`src/pkg/lsp_regs.vh`:
```
// Register map, field positions and constants of the power-mode block
`ifndef LSP_REGS_VH
`define LSP_REGS_VH
// Register indices on the plain port
`define LSP_ADDR_PORTG 8'h00
`define LSP_ADDR_ICTL 8'h01
`define LSP_ADDR_ITMODE 8'h02
`define LSP_ADDR_CLKCTL 8'h03
`define LSP_ADDR_STAT 8'h04
// Port G data register fields
`define LSP_PG_IDLE 6
`define LSP_PG_HALT 7
// Interrupt control register fields
`define LSP_IC_EN 0
`define LSP_IC_PND 1
// Clock control register fields
`define LSP_CC_LSON 0
`define LSP_CC_DCEN 1
`define LSP_CC_HSOSC 2
`define LSP_CC_CKSEL 3
`define LSP_CC_DLY 4
// Reset values
`define LSP_PG_RST 6'h00
`define LSP_CC_RST 5'h04
`define LSP_SEL_RST 3'h0
`define LSP_RD_ZERO 8'h00
// Window select codes
`define LSP_WIN_0P125 3'h0
`define LSP_WIN_0P25 3'h1
`define LSP_WIN_0P5 3'h2
`define LSP_WIN_1 3'h3
`define LSP_WIN_2 3'h4
// Divider stage whose toggle period is the window (32768 Hz ticks)
`define LSP_STG_0P125 5'h0c
`define LSP_STG_0P25 5'h0d
`define LSP_STG_0P5 5'h0e
`define LSP_STG_1 5'h0f
`define LSP_STG_2 5'h10
`define LSP_DIV_W 17
`define LSP_DIV_RST 17'h0_0000
// Shortest idle in microseconds, one low-speed tick
`define LSP_MIN_IDLE_US 30
`endif

```
`src/rtl/lsp_idle_div.v`:
```
// Free-running idle window divider with selected-stage toggle detect
`timescale 1ns/100ps
`default_nettype none
`include "lsp_regs.vh"
module lsp_idle_div (
  input wire clk_sys, // System clock
  input wire rst_n, // Synchronous reset, low
  input wire ls_tick, // One low-speed clock tick
  input wire run, // Divider clocked when high
  input wire [2:0] win_sel, // Window select code
  output wire win_toggle // Selected stage toggled
);
  reg [`LSP_DIV_W-1:0] div_r; // Divider chain
  reg sel_prev_r; // Selected stage last cycle
  reg [4:0] stage; // Stage index for the window
  wire sel_bit; // Selected stage value

  // Map window code to divider stage
  always @*
  begin
    if (win_sel == `LSP_WIN_0P125)
      stage = `LSP_STG_0P125;
    else if (win_sel == `LSP_WIN_0P25)
      stage = `LSP_STG_0P25;
    else if (win_sel == `LSP_WIN_0P5)
      stage = `LSP_STG_0P5;
    else if (win_sel == `LSP_WIN_1)
      stage = `LSP_STG_1;
    else
      stage = `LSP_STG_2;
  end

  assign sel_bit = div_r[stage];
  // Any change of the selected stage counts, so a window change may fire
  assign win_toggle = sel_bit ^ sel_prev_r;

  // Counts every tick, idle or not, stopped only by run low
  always @(posedge clk_sys)
  begin
    if (!rst_n)
    begin
      div_r <= `LSP_DIV_RST;
      sel_prev_r <= 1'b0;
    end
    else
    begin
      if (ls_tick && run)
        div_r <= div_r + 1'b1;
      sel_prev_r <= sel_bit;
    end
  end
endmodule // lsp_idle_div
`default_nettype wire

```
`src/rtl/lsp_power_ctl.v`:
```
// Low-speed clock mode, halt and idle control with idle window timer
`timescale 1ns/100ps
`default_nettype none
`include "lsp_regs.vh"
module lsp_power_ctl (
  input wire clk_sys, // System clock, 125 MHz
  input wire rst_n, // Reset pin, synchronous, low
  input wire [7:0] reg_addr, // Register index
  input wire [7:0] reg_wdata, // Write data
  input wire reg_wr, // Write strobe
  input wire reg_rd, // Read strobe
  output reg [7:0] reg_rdata_r, // Read data, cycle after strobe
  input wire ls_tick, // Low-speed oscillator tick
  input wire wake_event, // Enabled multi-input wake-up pulse
  input wire halt_disable, // Halt-disable option
  input wire bit7_opt_ok, // Clock option frees bit 7 pin
  input wire port_g_bit_seven_input, // Port G bit 7 pin level
  output reg core_stop_r, // Core clocks stopped
  output reg core_ls_clk_r, // Core runs on low-speed clock
  output reg hs_osc_en_r, // High-speed oscillator enable
  output reg ls_osc_en_r, // Low-speed oscillator enable
  output reg irq_r, // Idle timer interrupt request
  output reg resume_r, // Pulse, core resumes
  output reg start_delay_r // Pulse, start-up delay needed
);
  // Clock mode states, one-hot
  localparam [2:0] MODE_HS = 3'b001;
  localparam [2:0] MODE_DUAL = 3'b010;
  localparam [2:0] MODE_LS = 3'b100;
  // Power states, one-hot
  localparam [3:0] PWR_RUN = 4'b0001;
  localparam [3:0] PWR_HPEND = 4'b0010;
  localparam [3:0] PWR_HALT = 4'b0100;
  localparam [3:0] PWR_IDLE = 4'b1000;

  reg [2:0] mode_r; // Clock mode
  reg [2:0] mode_nxt; // Next clock mode
  reg [3:0] pwr_r; // Power state
  reg [3:0] pwr_nxt; // Next power state
  reg [5:0] pg_low_r; // Port G data, plain bits
  reg [4:0] clk_ctl_r; // Clock control bits
  reg [2:0] idle_window_select; // Window select field
  reg idle_timer_irq_enable; // Interrupt enable bit
  reg idle_timer_pending_flag; // Pending flag
  reg [7:0] rdata_nxt; // Read mux
  reg resume_nxt; // Resume pulse next
  reg dly_nxt; // Start-up delay pulse next
  wire win_toggle; // Window elapsed event
  wire timer_run; // Divider clock gate
  wire wr_pg; // Port G write
  wire wr_ic; // Interrupt control write
  wire wr_itm; // Idle timer mode write
  wire wr_cc; // Clock control write
  wire halt_req; // Accepted halt request
  wire idle_req; // Accepted idle request

  // Register write decodes
  assign wr_pg = reg_wr && (reg_addr == `LSP_ADDR_PORTG);
  assign wr_ic = reg_wr && (reg_addr == `LSP_ADDR_ICTL);
  assign wr_itm = reg_wr && (reg_addr == `LSP_ADDR_ITMODE);
  assign wr_cc = reg_wr && (reg_addr == `LSP_ADDR_CLKCTL);

  // Halt bit is dropped when the option forbids halt
  assign halt_req = wr_pg && reg_wdata[`LSP_PG_HALT]
    && !halt_disable;
  assign idle_req = wr_pg && reg_wdata[`LSP_PG_IDLE];

  // Divider is held while halted, runs in idle and run
  assign timer_run = !pwr_r[2];

  // Idle window divider; no register reaches it
  lsp_idle_div u_div (
    .clk_sys(clk_sys),
    .rst_n(rst_n),
    .ls_tick(ls_tick),
    .run(timer_run),
    .win_sel(idle_window_select),
    .win_toggle(win_toggle)
  );

  // Software control registers
  always @(posedge clk_sys)
  begin
    if (!rst_n)
    begin
      pg_low_r <= `LSP_PG_RST;
      clk_ctl_r <= `LSP_CC_RST;
      idle_window_select <= `LSP_SEL_RST;
      idle_timer_irq_enable <= 1'b0;
    end
    else
    begin
      // Plain port G bits are stored as written
      if (wr_pg)
        pg_low_r <= reg_wdata[5:0];
      // Oscillator and clock select bits
      if (wr_cc)
        clk_ctl_r <= reg_wdata[4:0];
      // Window select, five legal codes
      if (wr_itm)
        idle_window_select <= reg_wdata[2:0];
      // Interrupt enable bit
      if (wr_ic)
        idle_timer_irq_enable <= reg_wdata[`LSP_IC_EN];
    end
  end

  // Pending flag: window event sets, software write of zero clears
  always @(posedge clk_sys)
  begin
    if (!rst_n)
      idle_timer_pending_flag <= 1'b0;
    else if (win_toggle)
      idle_timer_pending_flag <= 1'b1;
    else if (wr_ic && !reg_wdata[`LSP_IC_PND])
      idle_timer_pending_flag <= 1'b0;
  end

  // Clock mode next state
  always @*
  begin
    mode_nxt = mode_r;
    case (mode_r)
      MODE_HS:
      begin
        // Dual clock once low oscillator on and enabled
        if (clk_ctl_r[`LSP_CC_LSON] && clk_ctl_r[`LSP_CC_DCEN])
          mode_nxt = MODE_DUAL;
      end
      MODE_DUAL:
      begin
        // Low-speed only from here, select set and fast osc off
        if (clk_ctl_r[`LSP_CC_CKSEL] && !clk_ctl_r[`LSP_CC_HSOSC])
          mode_nxt = MODE_LS;
        else if (!clk_ctl_r[`LSP_CC_DCEN])
          mode_nxt = MODE_HS;
      end
      MODE_LS:
      begin
        // Back to dual when fast osc on and select cleared
        if (clk_ctl_r[`LSP_CC_HSOSC] && !clk_ctl_r[`LSP_CC_CKSEL])
          mode_nxt = MODE_DUAL;
      end
      default:
        mode_nxt = MODE_HS;
    endcase
  end

  // Power state next state and pulses
  always @*
  begin
    pwr_nxt = pwr_r;
    resume_nxt = 1'b0;
    dly_nxt = 1'b0;
    case (pwr_r)
      PWR_RUN:
      begin
        // Halt has priority over idle in one write
        if (halt_req)
          pwr_nxt = PWR_HPEND;
        else if (idle_req)
          pwr_nxt = PWR_IDLE;
      end
      PWR_HPEND:
      begin
        // Stop lands mid next instruction cycle
        pwr_nxt = PWR_HALT;
      end
      PWR_HALT:
      begin
        // Only wake-up leaves halt; reset pin handled by rst_n
        if (wake_event)
        begin
          pwr_nxt = PWR_RUN;
          resume_nxt = 1'b1;
          // Low-speed halt resumes with no delay at all
          dly_nxt = !mode_r[2];
        end
      end
      PWR_IDLE:
      begin
        // Window elapsed or wake-up ends idle
        if (win_toggle || wake_event)
        begin
          pwr_nxt = PWR_RUN;
          resume_nxt = 1'b1;
        end
      end
      default:
        pwr_nxt = PWR_RUN;
    endcase
  end

  // State registers
  always @(posedge clk_sys)
  begin
    if (!rst_n)
    begin
      mode_r <= MODE_HS;
      pwr_r <= PWR_RUN;
    end
    else
    begin
      mode_r <= mode_nxt;
      pwr_r <= pwr_nxt;
    end
  end

  // Core-facing outputs, each from a flip-flop
  always @(posedge clk_sys)
  begin
    if (!rst_n)
    begin
      core_stop_r <= 1'b0;
      core_ls_clk_r <= 1'b0;
      hs_osc_en_r <= 1'b1;
      ls_osc_en_r <= 1'b0;
      irq_r <= 1'b0;
      resume_r <= 1'b0;
      start_delay_r <= 1'b0;
    end
    else
    begin
      core_stop_r <= pwr_nxt[2] || pwr_nxt[3];
      // Switch straight over, oscillator already running
      core_ls_clk_r <= mode_nxt[2];
      // Fast oscillator follows its enable outside low-speed
      hs_osc_en_r <= clk_ctl_r[`LSP_CC_HSOSC] && !mode_nxt[2];
      // Low oscillator kept on in low-speed, halt included
      ls_osc_en_r <= clk_ctl_r[`LSP_CC_LSON]
        || !mode_nxt[0];
      // Request held with pending; core takes it after the
      // instruction begun at idle entry has finished
      irq_r <= idle_timer_irq_enable
        && (idle_timer_pending_flag || win_toggle);
      resume_r <= resume_nxt;
      start_delay_r <= dly_nxt;
    end
  end

  // Read mux; unmapped indices read zero
  always @*
  begin
    rdata_nxt = `LSP_RD_ZERO;
    if (reg_addr == `LSP_ADDR_PORTG)
    begin
      rdata_nxt[5:0] = pg_low_r;
      rdata_nxt[`LSP_PG_IDLE] = pwr_r[3];
      // Pin reads only when the clock option frees it
      rdata_nxt[`LSP_PG_HALT] = port_g_bit_seven_input
        && bit7_opt_ok;
    end
    else if (reg_addr == `LSP_ADDR_ICTL)
    begin
      rdata_nxt[`LSP_IC_EN] = idle_timer_irq_enable;
      rdata_nxt[`LSP_IC_PND] = idle_timer_pending_flag;
    end
    else if (reg_addr == `LSP_ADDR_ITMODE)
      rdata_nxt[2:0] = idle_window_select;
    else if (reg_addr == `LSP_ADDR_CLKCTL)
      rdata_nxt[4:0] = clk_ctl_r;
    else if (reg_addr == `LSP_ADDR_STAT)
    begin
      rdata_nxt[2:0] = mode_r;
      rdata_nxt[6:3] = pwr_r;
    end
  end

  // Read data valid only in the cycle after the strobe
  always @(posedge clk_sys)
  begin
    if (!rst_n)
      reg_rdata_r <= `LSP_RD_ZERO;
    else if (reg_rd)
      reg_rdata_r <= rdata_nxt;
    else
      reg_rdata_r <= `LSP_RD_ZERO;
  end
endmodule // lsp_power_ctl
`default_nettype wire

```
`config.mk`:
```
export PLATFORM = sky130hd
export DESIGN_NAME = lsp_power_ctl
export DESIGN_NICKNAME = d
export VERILOG_FILES = /design/src/rtl/lsp_idle_div.v /design/src/rtl/lsp_power_ctl.v
export VERILOG_INCLUDE_DIRS = /design/src /design/src/pkg
export SDC_FILE = /design/constraint.sdc
export NUM_CORES = 1
export LEC_CHECK = 0
export ABC_AREA = 0
export ABC_CLOCK_PERIOD_IN_PS = 2350
export BUFFER_PORTS_ARGS = -buffer_cell sky130_fd_sc_hd__buf_4
export CORE_MARGIN = 2
export CORE_UTILIZATION = 56
export DETAILED_ROUTE_END_ITERATION = 8
export GPL_TIMING_DRIVEN = 0
export HOLD_SLACK_MARGIN = 0.06
export PLACE_DENSITY = 0.88
export SKIP_CTS_REPAIR_TIMING = 1
export SYNTH_ARGS = -nofsm -noshare
export SYNTH_HDL_FRONTEND = slang
export SYNTH_HIERARCHICAL = 1
export SYNTH_SLANG_ARGS = --single-unit
```
`constraint.sdc`:
```
create_clock -name clk_sys -period 2.35 [get_ports clk_sys]
set_clock_uncertainty 0.15 [all_clocks]
set_input_delay 0.235 -clock clk_sys [delete_from_list [all_inputs] [get_ports clk_sys]]
set_output_delay 0.235 -clock clk_sys [all_outputs]
set_load 0.01 [all_outputs]
```
==> results of run 1 <==
[power by group]
| part | switching [mW] | internal [mW] |
|---|---|---|
| Combinational | 0.0628 | 0.0558 |
| Clock | 0.320 | 0.211 |
| Sequential | 0.00435 | 0.935 |
[synth_stat cells, types with 3 or more instances]
library cell	count
o211ai_1	4
nand3_1	7
dfxtp_1	55
or4_1	3
a21oi_1	13
nand4_1	7
nor4b_1	3
clkbuf_1	9
nand2_1	16
nor3_1	5
a32oi_1	3
nor2_1	25
xnor2_1	7
o21ai_0	8
nand3b_1	4
nor4_1	4
mux2i_1	19
xor2_1	4
and2_1	10
o31ai_1	4
and4_1	4
nor2b_1	5
nand2b_1	16
or3_1	3
and4b_1	3
inv_1	7
a22oi_1	3
[worst max path at each step]
stage	from	to	cells past startpoint
2_1_floorplan	idle_window_select[0]$_SDFFE_PN0P_	core_stop_r$_SDFF_PN0_	6
3_3_place_gp	reg_addr[5]	pwr_r[0]$_SDFFE_PN1P_	5
3_5_place_dp	reg_addr[0]	pwr_r[0]$_SDFFE_PN1P_	6
4_1_cts	idle_window_select[0]$_SDFFE_PN0P_	core_stop_r$_SDFF_PN0_	6
5_1_grt	idle_window_select[0]$_SDFFE_PN0P_	core_stop_r$_SDFF_PN0_	6
6_report	idle_window_select[0]$_SDFFE_PN0P_	core_stop_r$_SDFF_PN0_	6
[per-layer routing]
layer / vias up / global-route usage / part of all wire
li1: 1114 / - / -
met1: 1047 / 0.304 / 0.42
met2: 73 / 0.413 / 0.49
met3: 14 / 0.0605 / 0.063
met4: 0 / 0.103 / 0.022
met5: - / 0 / 0
[flip-flops by register name, summed over array words and instances (netlist names)]
signal,count
idle_timer_irq_enable,1
start_delay_r,1
pg_low_r,6
resume_r,1
hs_osc_en_r,1
core_stop_r,1
irq_r,1
idle_timer_pending_flag,1
idle_window_select,3
u_div/div_r,17
u_div/sel_prev_r,1
pwr_r,4
ls_osc_en_r,1
clk_ctl_r,5
reg_rdata_r,8
mode_r,3
[logic make-up (layout without fill, tap and decap cells)]
logic type               after synthesis  count (layout)  synth area share
AND/OR/NAND/NOR                      127             127             0.301
flip-flops                            55              55             0.428
AO/OA/AOI/OAI                         46              46             0.119
multiplexers                          20              20            0.0826
buffers and inverters                 18              72            0.0267
XOR/XNOR                              11              11            0.0374
adder cells (fa/ha/maj)                1               1           0.00486
[through the flow]
| step | power (mW) | cells | utilization |
|---|---|---|---|
| floorplan | 1.01 | 278 | - |
| global placement | 1.06 | 368 | 0.667 |
| detailed placement | 1.07 | 368 | 0.667 |
| CTS | 1.58 | 376 | 0.687 |
| global route | 1.64 | 384 | 0.705 |
| finish | 1.59 | 384 | 0.705 |
[area by class of cell]
type | count | share of cell area
multi-input combinational | 205 | 0.454
sequential | 55 | 0.356
timing repair buffer | 46 | 0.118
clock buffer | 5 | 0.0223
tap | 52 | 0.0210
buffer | 10 | 0.0125
inverter | 8 | 0.00971
clock inverter | 3 | 0.00607
[worst min-delay path, delay by kind of cell]
kind,cells,cell delay (ns)
AND/OR/NAND/NOR,3,0.18
buffers and inverters,1,0.08
[cells in the final DEF (no fill, tap or decap), types with 9 or more instances in the layout]
master / synthesis / final
nand2b_1: 16 / 16
buf_4: 0 / 38
clkbuf_1: 9 / 9
a21oi_1: 13 / 13
and2_1: 10 / 10
dfxtp_1: 55 / 55
nor2_1: 25 / 25
mux2i_1: 19 / 19
nand2_1: 16 / 16
==> results.json, run 1 <==
{
  "clock_latency_ns": 0.32,
  "worst_slew_pin_slew_ns": 1.05,
  "synth-seq-cells": 55,
  "synth_edf_count": 0,
  "fin_hold_ws_ns": 0.0577,
  "h-tree-depth": 2,
  "grt_pass1_wl_mm": 10.0,
  "overflow": 0,
  "netlist_area_um2": 2570,
  "crit_chain": "mux4_2 > mux2i_1 > xnor2_1 > nor4_1 > a21oi_1 > o31ai_1",
  "yosysTopAreaCell": "dfxtp_1",
  "holdPathEnd": "pwr_r[1]$_SDFFE_PN0P_",
  "synth_ff_type": "dfxtp_1",
  "diodes": 0,
  "fin_area_um2": 3090,
  "ant_nets": 0,
  "layout-drive-gt1-share": 0.178,
  "finalSetupViolCount": 0,
  "hpwl_mm": 4.31,
  "synth.distinct_cells": 50,
  "core_um2": 4380,
  "synthArstFlopShare": 0,
  "drt_iter0_markers": 173,
  "clockBufferDepth": 2,
  "ir_worst_vdd_mv": 0.366,
  "holdPathStages": 4,
  "seq_area_um2": 1100,
  "grt_antenna_before_repair": 0,
  "hold_start": "halt_disable",
  "yosys.area.top_type_share": 0.428,
  "vias": 2248,
  "critPathSlowestCell": "mux4_2",
  "max_stage_delay_ns": 0.50,
  "crit_path_start_kind": "flop",
  "io_pins": 40,
  "grt_max_degree": 18,
  "setup_tns_ns": 0,
  "synth.avg_cell_area_um2": 9.26,
  "path_class": "flop to flop",
  "cts_buffers": 5,
  "synth-seq-area-share": 0.428,
  "slew_headroom": 0.292,
  "drt-total-wl_mm": 6.09,
  "rows": 24,
  "hold_viol": 0,
  "placed_area_um2": 2920,
  "ys_warn_count": 6,
  "die_w_um": 71.8,
  "ctsRootBufferMaster": "clkbuf_8",
  "fillers": 336,
  "rsz0062_at_grt": "false",
  "arrival_ns": 2.25,
  "start_util": 0.587,
  "crit_family": "multiplexers",
  "grt_pass1_vias": 2194,
  "p_per_area_nw_per_um2": 514,
  "regToRegStartpoint": "idle_window_select[0]$_SDFFE_PN0P_",
  "leakage_nw": 1.29,
  "wire_per_inst_um": 15.9,
  "path_max_fanout": 4,
  "synth_cells": 278,
  "place.gp.congestion": 0.864,
  "cp-end-kind": "flop",
  "cap_violations": 0,
  "drc": 0,
  "r2r_end": "core_stop_r$_SDFF_PN0_",
  "grt.total_usage": 0.247,
  "num-nets-final": 357,
  "multi_input_area_um2": 1400,
  "period_needed_ns": 2.16,
  "ys_top_cells_by_area": "dfxtp_1 (43%), mux2i_1 (7.4%), nand2b_1 (3.9%), nor2_1 (3.6%), a21oi_1 (2.5%)",
  "required_ns": 2.44,
  "viasPerCell": 5.85,
  "clk_pin_slew_ns": 0.10,
  "hp-class": "input pin to flop",
  "timing.final.crit_share": 0.917,
  "die_y_um": 71.8,
  "pre_cts_slack_ns": 0.00441,
  "fmax_mhz": 464,
  "reg2reg_slack_ns": 0.19,
  "syn2layout_area_growth_pct": 20.1,
  "path_buf_inv": 0,
  "die-area_um2": 5150,
  "cts_sinks": 55,
  "worstRegToRegCells": 6,
  "status": "finished clean",
  "setup_slack_ns": 0.195,
  "syn-num-nets": 304,
  "numPortBuffers": 38,
  "drt_pass1_iterations": 4,
  "cts_tree": "built",
  "drv_slew": 0
}
No activity file was read; power rests on OpenSTA's default activity.
==> run 2, diff against run 1 <==
--- a/config.mk
+++ b/config.mk
@@ -7,14 +7,14 @@
 export NUM_CORES = 1
 export LEC_CHECK = 0
 export ABC_AREA = 0
-export ABC_CLOCK_PERIOD_IN_PS = 2350
-export BUFFER_PORTS_ARGS = -buffer_cell sky130_fd_sc_hd__buf_4
+export ABC_CLOCK_PERIOD_IN_PS = 1800
+export BUFFER_PORTS_ARGS = -buffer_cell sky130_fd_sc_hd__buf_2
 export CORE_MARGIN = 2
-export CORE_UTILIZATION = 56
+export CORE_UTILIZATION = 50
 export DETAILED_ROUTE_END_ITERATION = 8
 export GPL_TIMING_DRIVEN = 0
 export HOLD_SLACK_MARGIN = 0.06
-export PLACE_DENSITY = 0.88
+export PLACE_DENSITY = 0.83
 export SKIP_CTS_REPAIR_TIMING = 1
 export SYNTH_ARGS = -nofsm -noshare
 export SYNTH_HDL_FRONTEND = slang
==> constraint.sdc (replaced) <==
create_clock -name clk_sys -period 1.8 [get_ports clk_sys]
set_clock_uncertainty 0.15 [all_clocks]
set_input_delay 0.18 -clock clk_sys [delete_from_list [all_inputs] [get_ports clk_sys]]
set_output_delay 0.18 -clock clk_sys [all_outputs]
set_load 0.01 [all_outputs]
==> run 2 against run 1 <==
Net effect:
- the run now ends with negative setup slack left
- worst setup slack worse by 0.36 ns
- flip-flop and latch count stayed put
- cell area grew 1.1%
- fmax rose by 9.7%
- critical path type unchanged
- sequential share of layout area is 0.33 points lower
==> results.json, run 2 (synthesized netlist as in run 1, its figures left out) <==
{
  "status": "complete, but fails checks",
  "violations": "negative setup slack",
  "ir_worst_vdd_mv": 0.399,
  "ant_nets": 0,
  "path_buf_inv": 0,
  "num-nets-final": 361,
  "overflow": 0,
  "rows": 26,
  "grt.total_usage": 0.211,
  "drv_slew": 0,
  "h-tree-depth": 2,
  "diodes": 0,
  "cp-end-kind": "flop",
  "grt_pass1_vias": 2106,
  "design_power_total_mw": 2.05,
  "largest_register_ffs": 17,
  "cts_buffers": 5,
  "fin_area_um2": 3120,
  "path_max_fanout": 4,
  "hp-class": "input pin to flop",
  "setup_slack_ns": -0.164,
  "reg2reg_slack_ns": -0.16,
  "crit_family": "multiplexers",
  "final_cells": 406,
  "max_stage_delay_ns": 0.52,
  "final_util": 0.620,
  "rsz0062_at_grt": "true",
  "ctsRootBufferMaster": "clkbuf_8",
  "path_class": "flop to flop",
  "cts_tree": "built",
  "clockBufferDepth": 2,
  "largest_register": "u_div/div_r",
  "pre_cts_slack_ns": -0.422,
  "start_util": 0.510,
  "clk_pin_slew_ns": 0.10,
  "final_common_cell": "dfxtp_1",
  "placed_area_um2": 2850,
  "fin_hold_ws_ns": 0.0592,
  "crit_path_start_kind": "flop",
  "drt_pass1_iterations": 4,
  "required_ns": 1.88,
  "worst_slew_pin_slew_ns": 0.631,
  "final_cell_mix": "dfxtp_1 (54), buf_2 (39), nor2_1 (25), mux2i_1 (18)",
  "drt-total-wl_mm": 6.01,
  "clock_latency_ns": 0.31,
  "setup_tns_ns": -0.276,
  "critPathSlowestCell": "mux4_2",
  "die-area_um2": 5740,
  "cap_violations": 0,
  "finalSetupViolCount": 4,
  "fmax_mhz": 509,
  "grt_antenna_before_repair": 0,
  "core_um2": 5040,
  "crit_chain": "mux4_2 > mux2i_4 > xnor2_2 > nor4_2 > a21oi_2 > o31ai_1",
  "drt_iter0_markers": 135,
  "layout-drive-gt1-share": 0.217,
  "numPortBuffers": 38,
  "arrival_ns": 2.04,
  "grt_max_degree": 17,
  "drc": 0,
  "viasPerCell": 5.64,
  "p_per_area_nw_per_um2": 656,
  "timing.final.crit_share": 1.09,
  "period_needed_ns": 1.96,
  "cts_sinks": 55,
  "reg.largest.list": "u_div/div_r (17), reg_rdata_r (8), pg_low_r (6)",
  "slew_headroom": 0.576,
  "syn2layout_area_growth_pct": 21.4,
  "fillers": 417,
  "wire_per_inst_um": 14.8,
  "grt_pass1_wl_mm": 9.32,
  "dp.cells": 386,
  "die_y_um": 75.7,
  "vias": 2289,
  "hold_viol": 0,
  "leakage_nw": 1.30,
  "hpwl_mm": 4.18,
  "place.gp.congestion": 0.931,
  "io_pins": 40,
  "die_w_um": 75.7
}
## run 2: cell types whose count changed in the layout (fill, tap and decap cells not counted), sizes merged
cell	before	now
clkbuf	14	15
clkinv	3	1
buf	39	40
dlygate4sd3	8	11
clkinvlp	0	2
inv	8	7
## run 2: report_power, final
group	internal [mW]	total, mW	switching (mW)	leakage, nW
sequential	1.22	1.23	0.00551	0.444
combinational	0.0657	0.150	0.0842	0.812
clock	0.273	0.672	0.399	0.0412
total	1.56	2.05	0.488	1.30
## run 2: final timing paths
path / start / end / cells after the start
setup / recovery: idle_window_select[0]$_SDFFE_PN0P_ / core_stop_r$_SDFF_PN0_ / 6
hold / removal: reg_rd / reg_rdata_r[3]$_SDFF_PN0_ / 3
setup reg to reg: idle_window_select[0]$_SDFFE_PN0P_ / core_stop_r$_SDFF_PN0_ / 6
hold reg to reg: pg_low_r[2]$_SDFFE_PN0N_ / reg_rdata_r[2]$_SDFF_PN0_ / 2
## run 2: routing by layer
layer / track usage / wire length (µm) / vias up
met5: 0 / 0 / -
met4: 0.0955 / 180 / 0
met3: 0.0489 / 312 / 19
met2: 0.356 / 2940 / 84
met1: 0.252 / 2580 / 1065
li1: - / - / 1121
## run 2: tightest hold or removal path: stages
cell,delay [ns]
buf_2,0.10
nand2_1,0.14
a21oi_1,0.05
## run 2: cell type report
| cell class | count | area, µm² | area share |
|---|---|---|---|
| plain buffers | 10 | 40.0 | 0.0128 |
| clock buffers | 6 | 72.6 | 0.0232 |
| clock inverters | 2 | 12.5 | 0.00400 |
| inverters | 8 | 33.8 | 0.0108 |
| multi-input cells | 205 | 1470 | 0.470 |
| flip-flops and latches | 55 | 1100 | 0.353 |
| well taps | 70 | 87.6 | 0.0280 |
| repair buffers | 50 | 308 | 0.0985 |
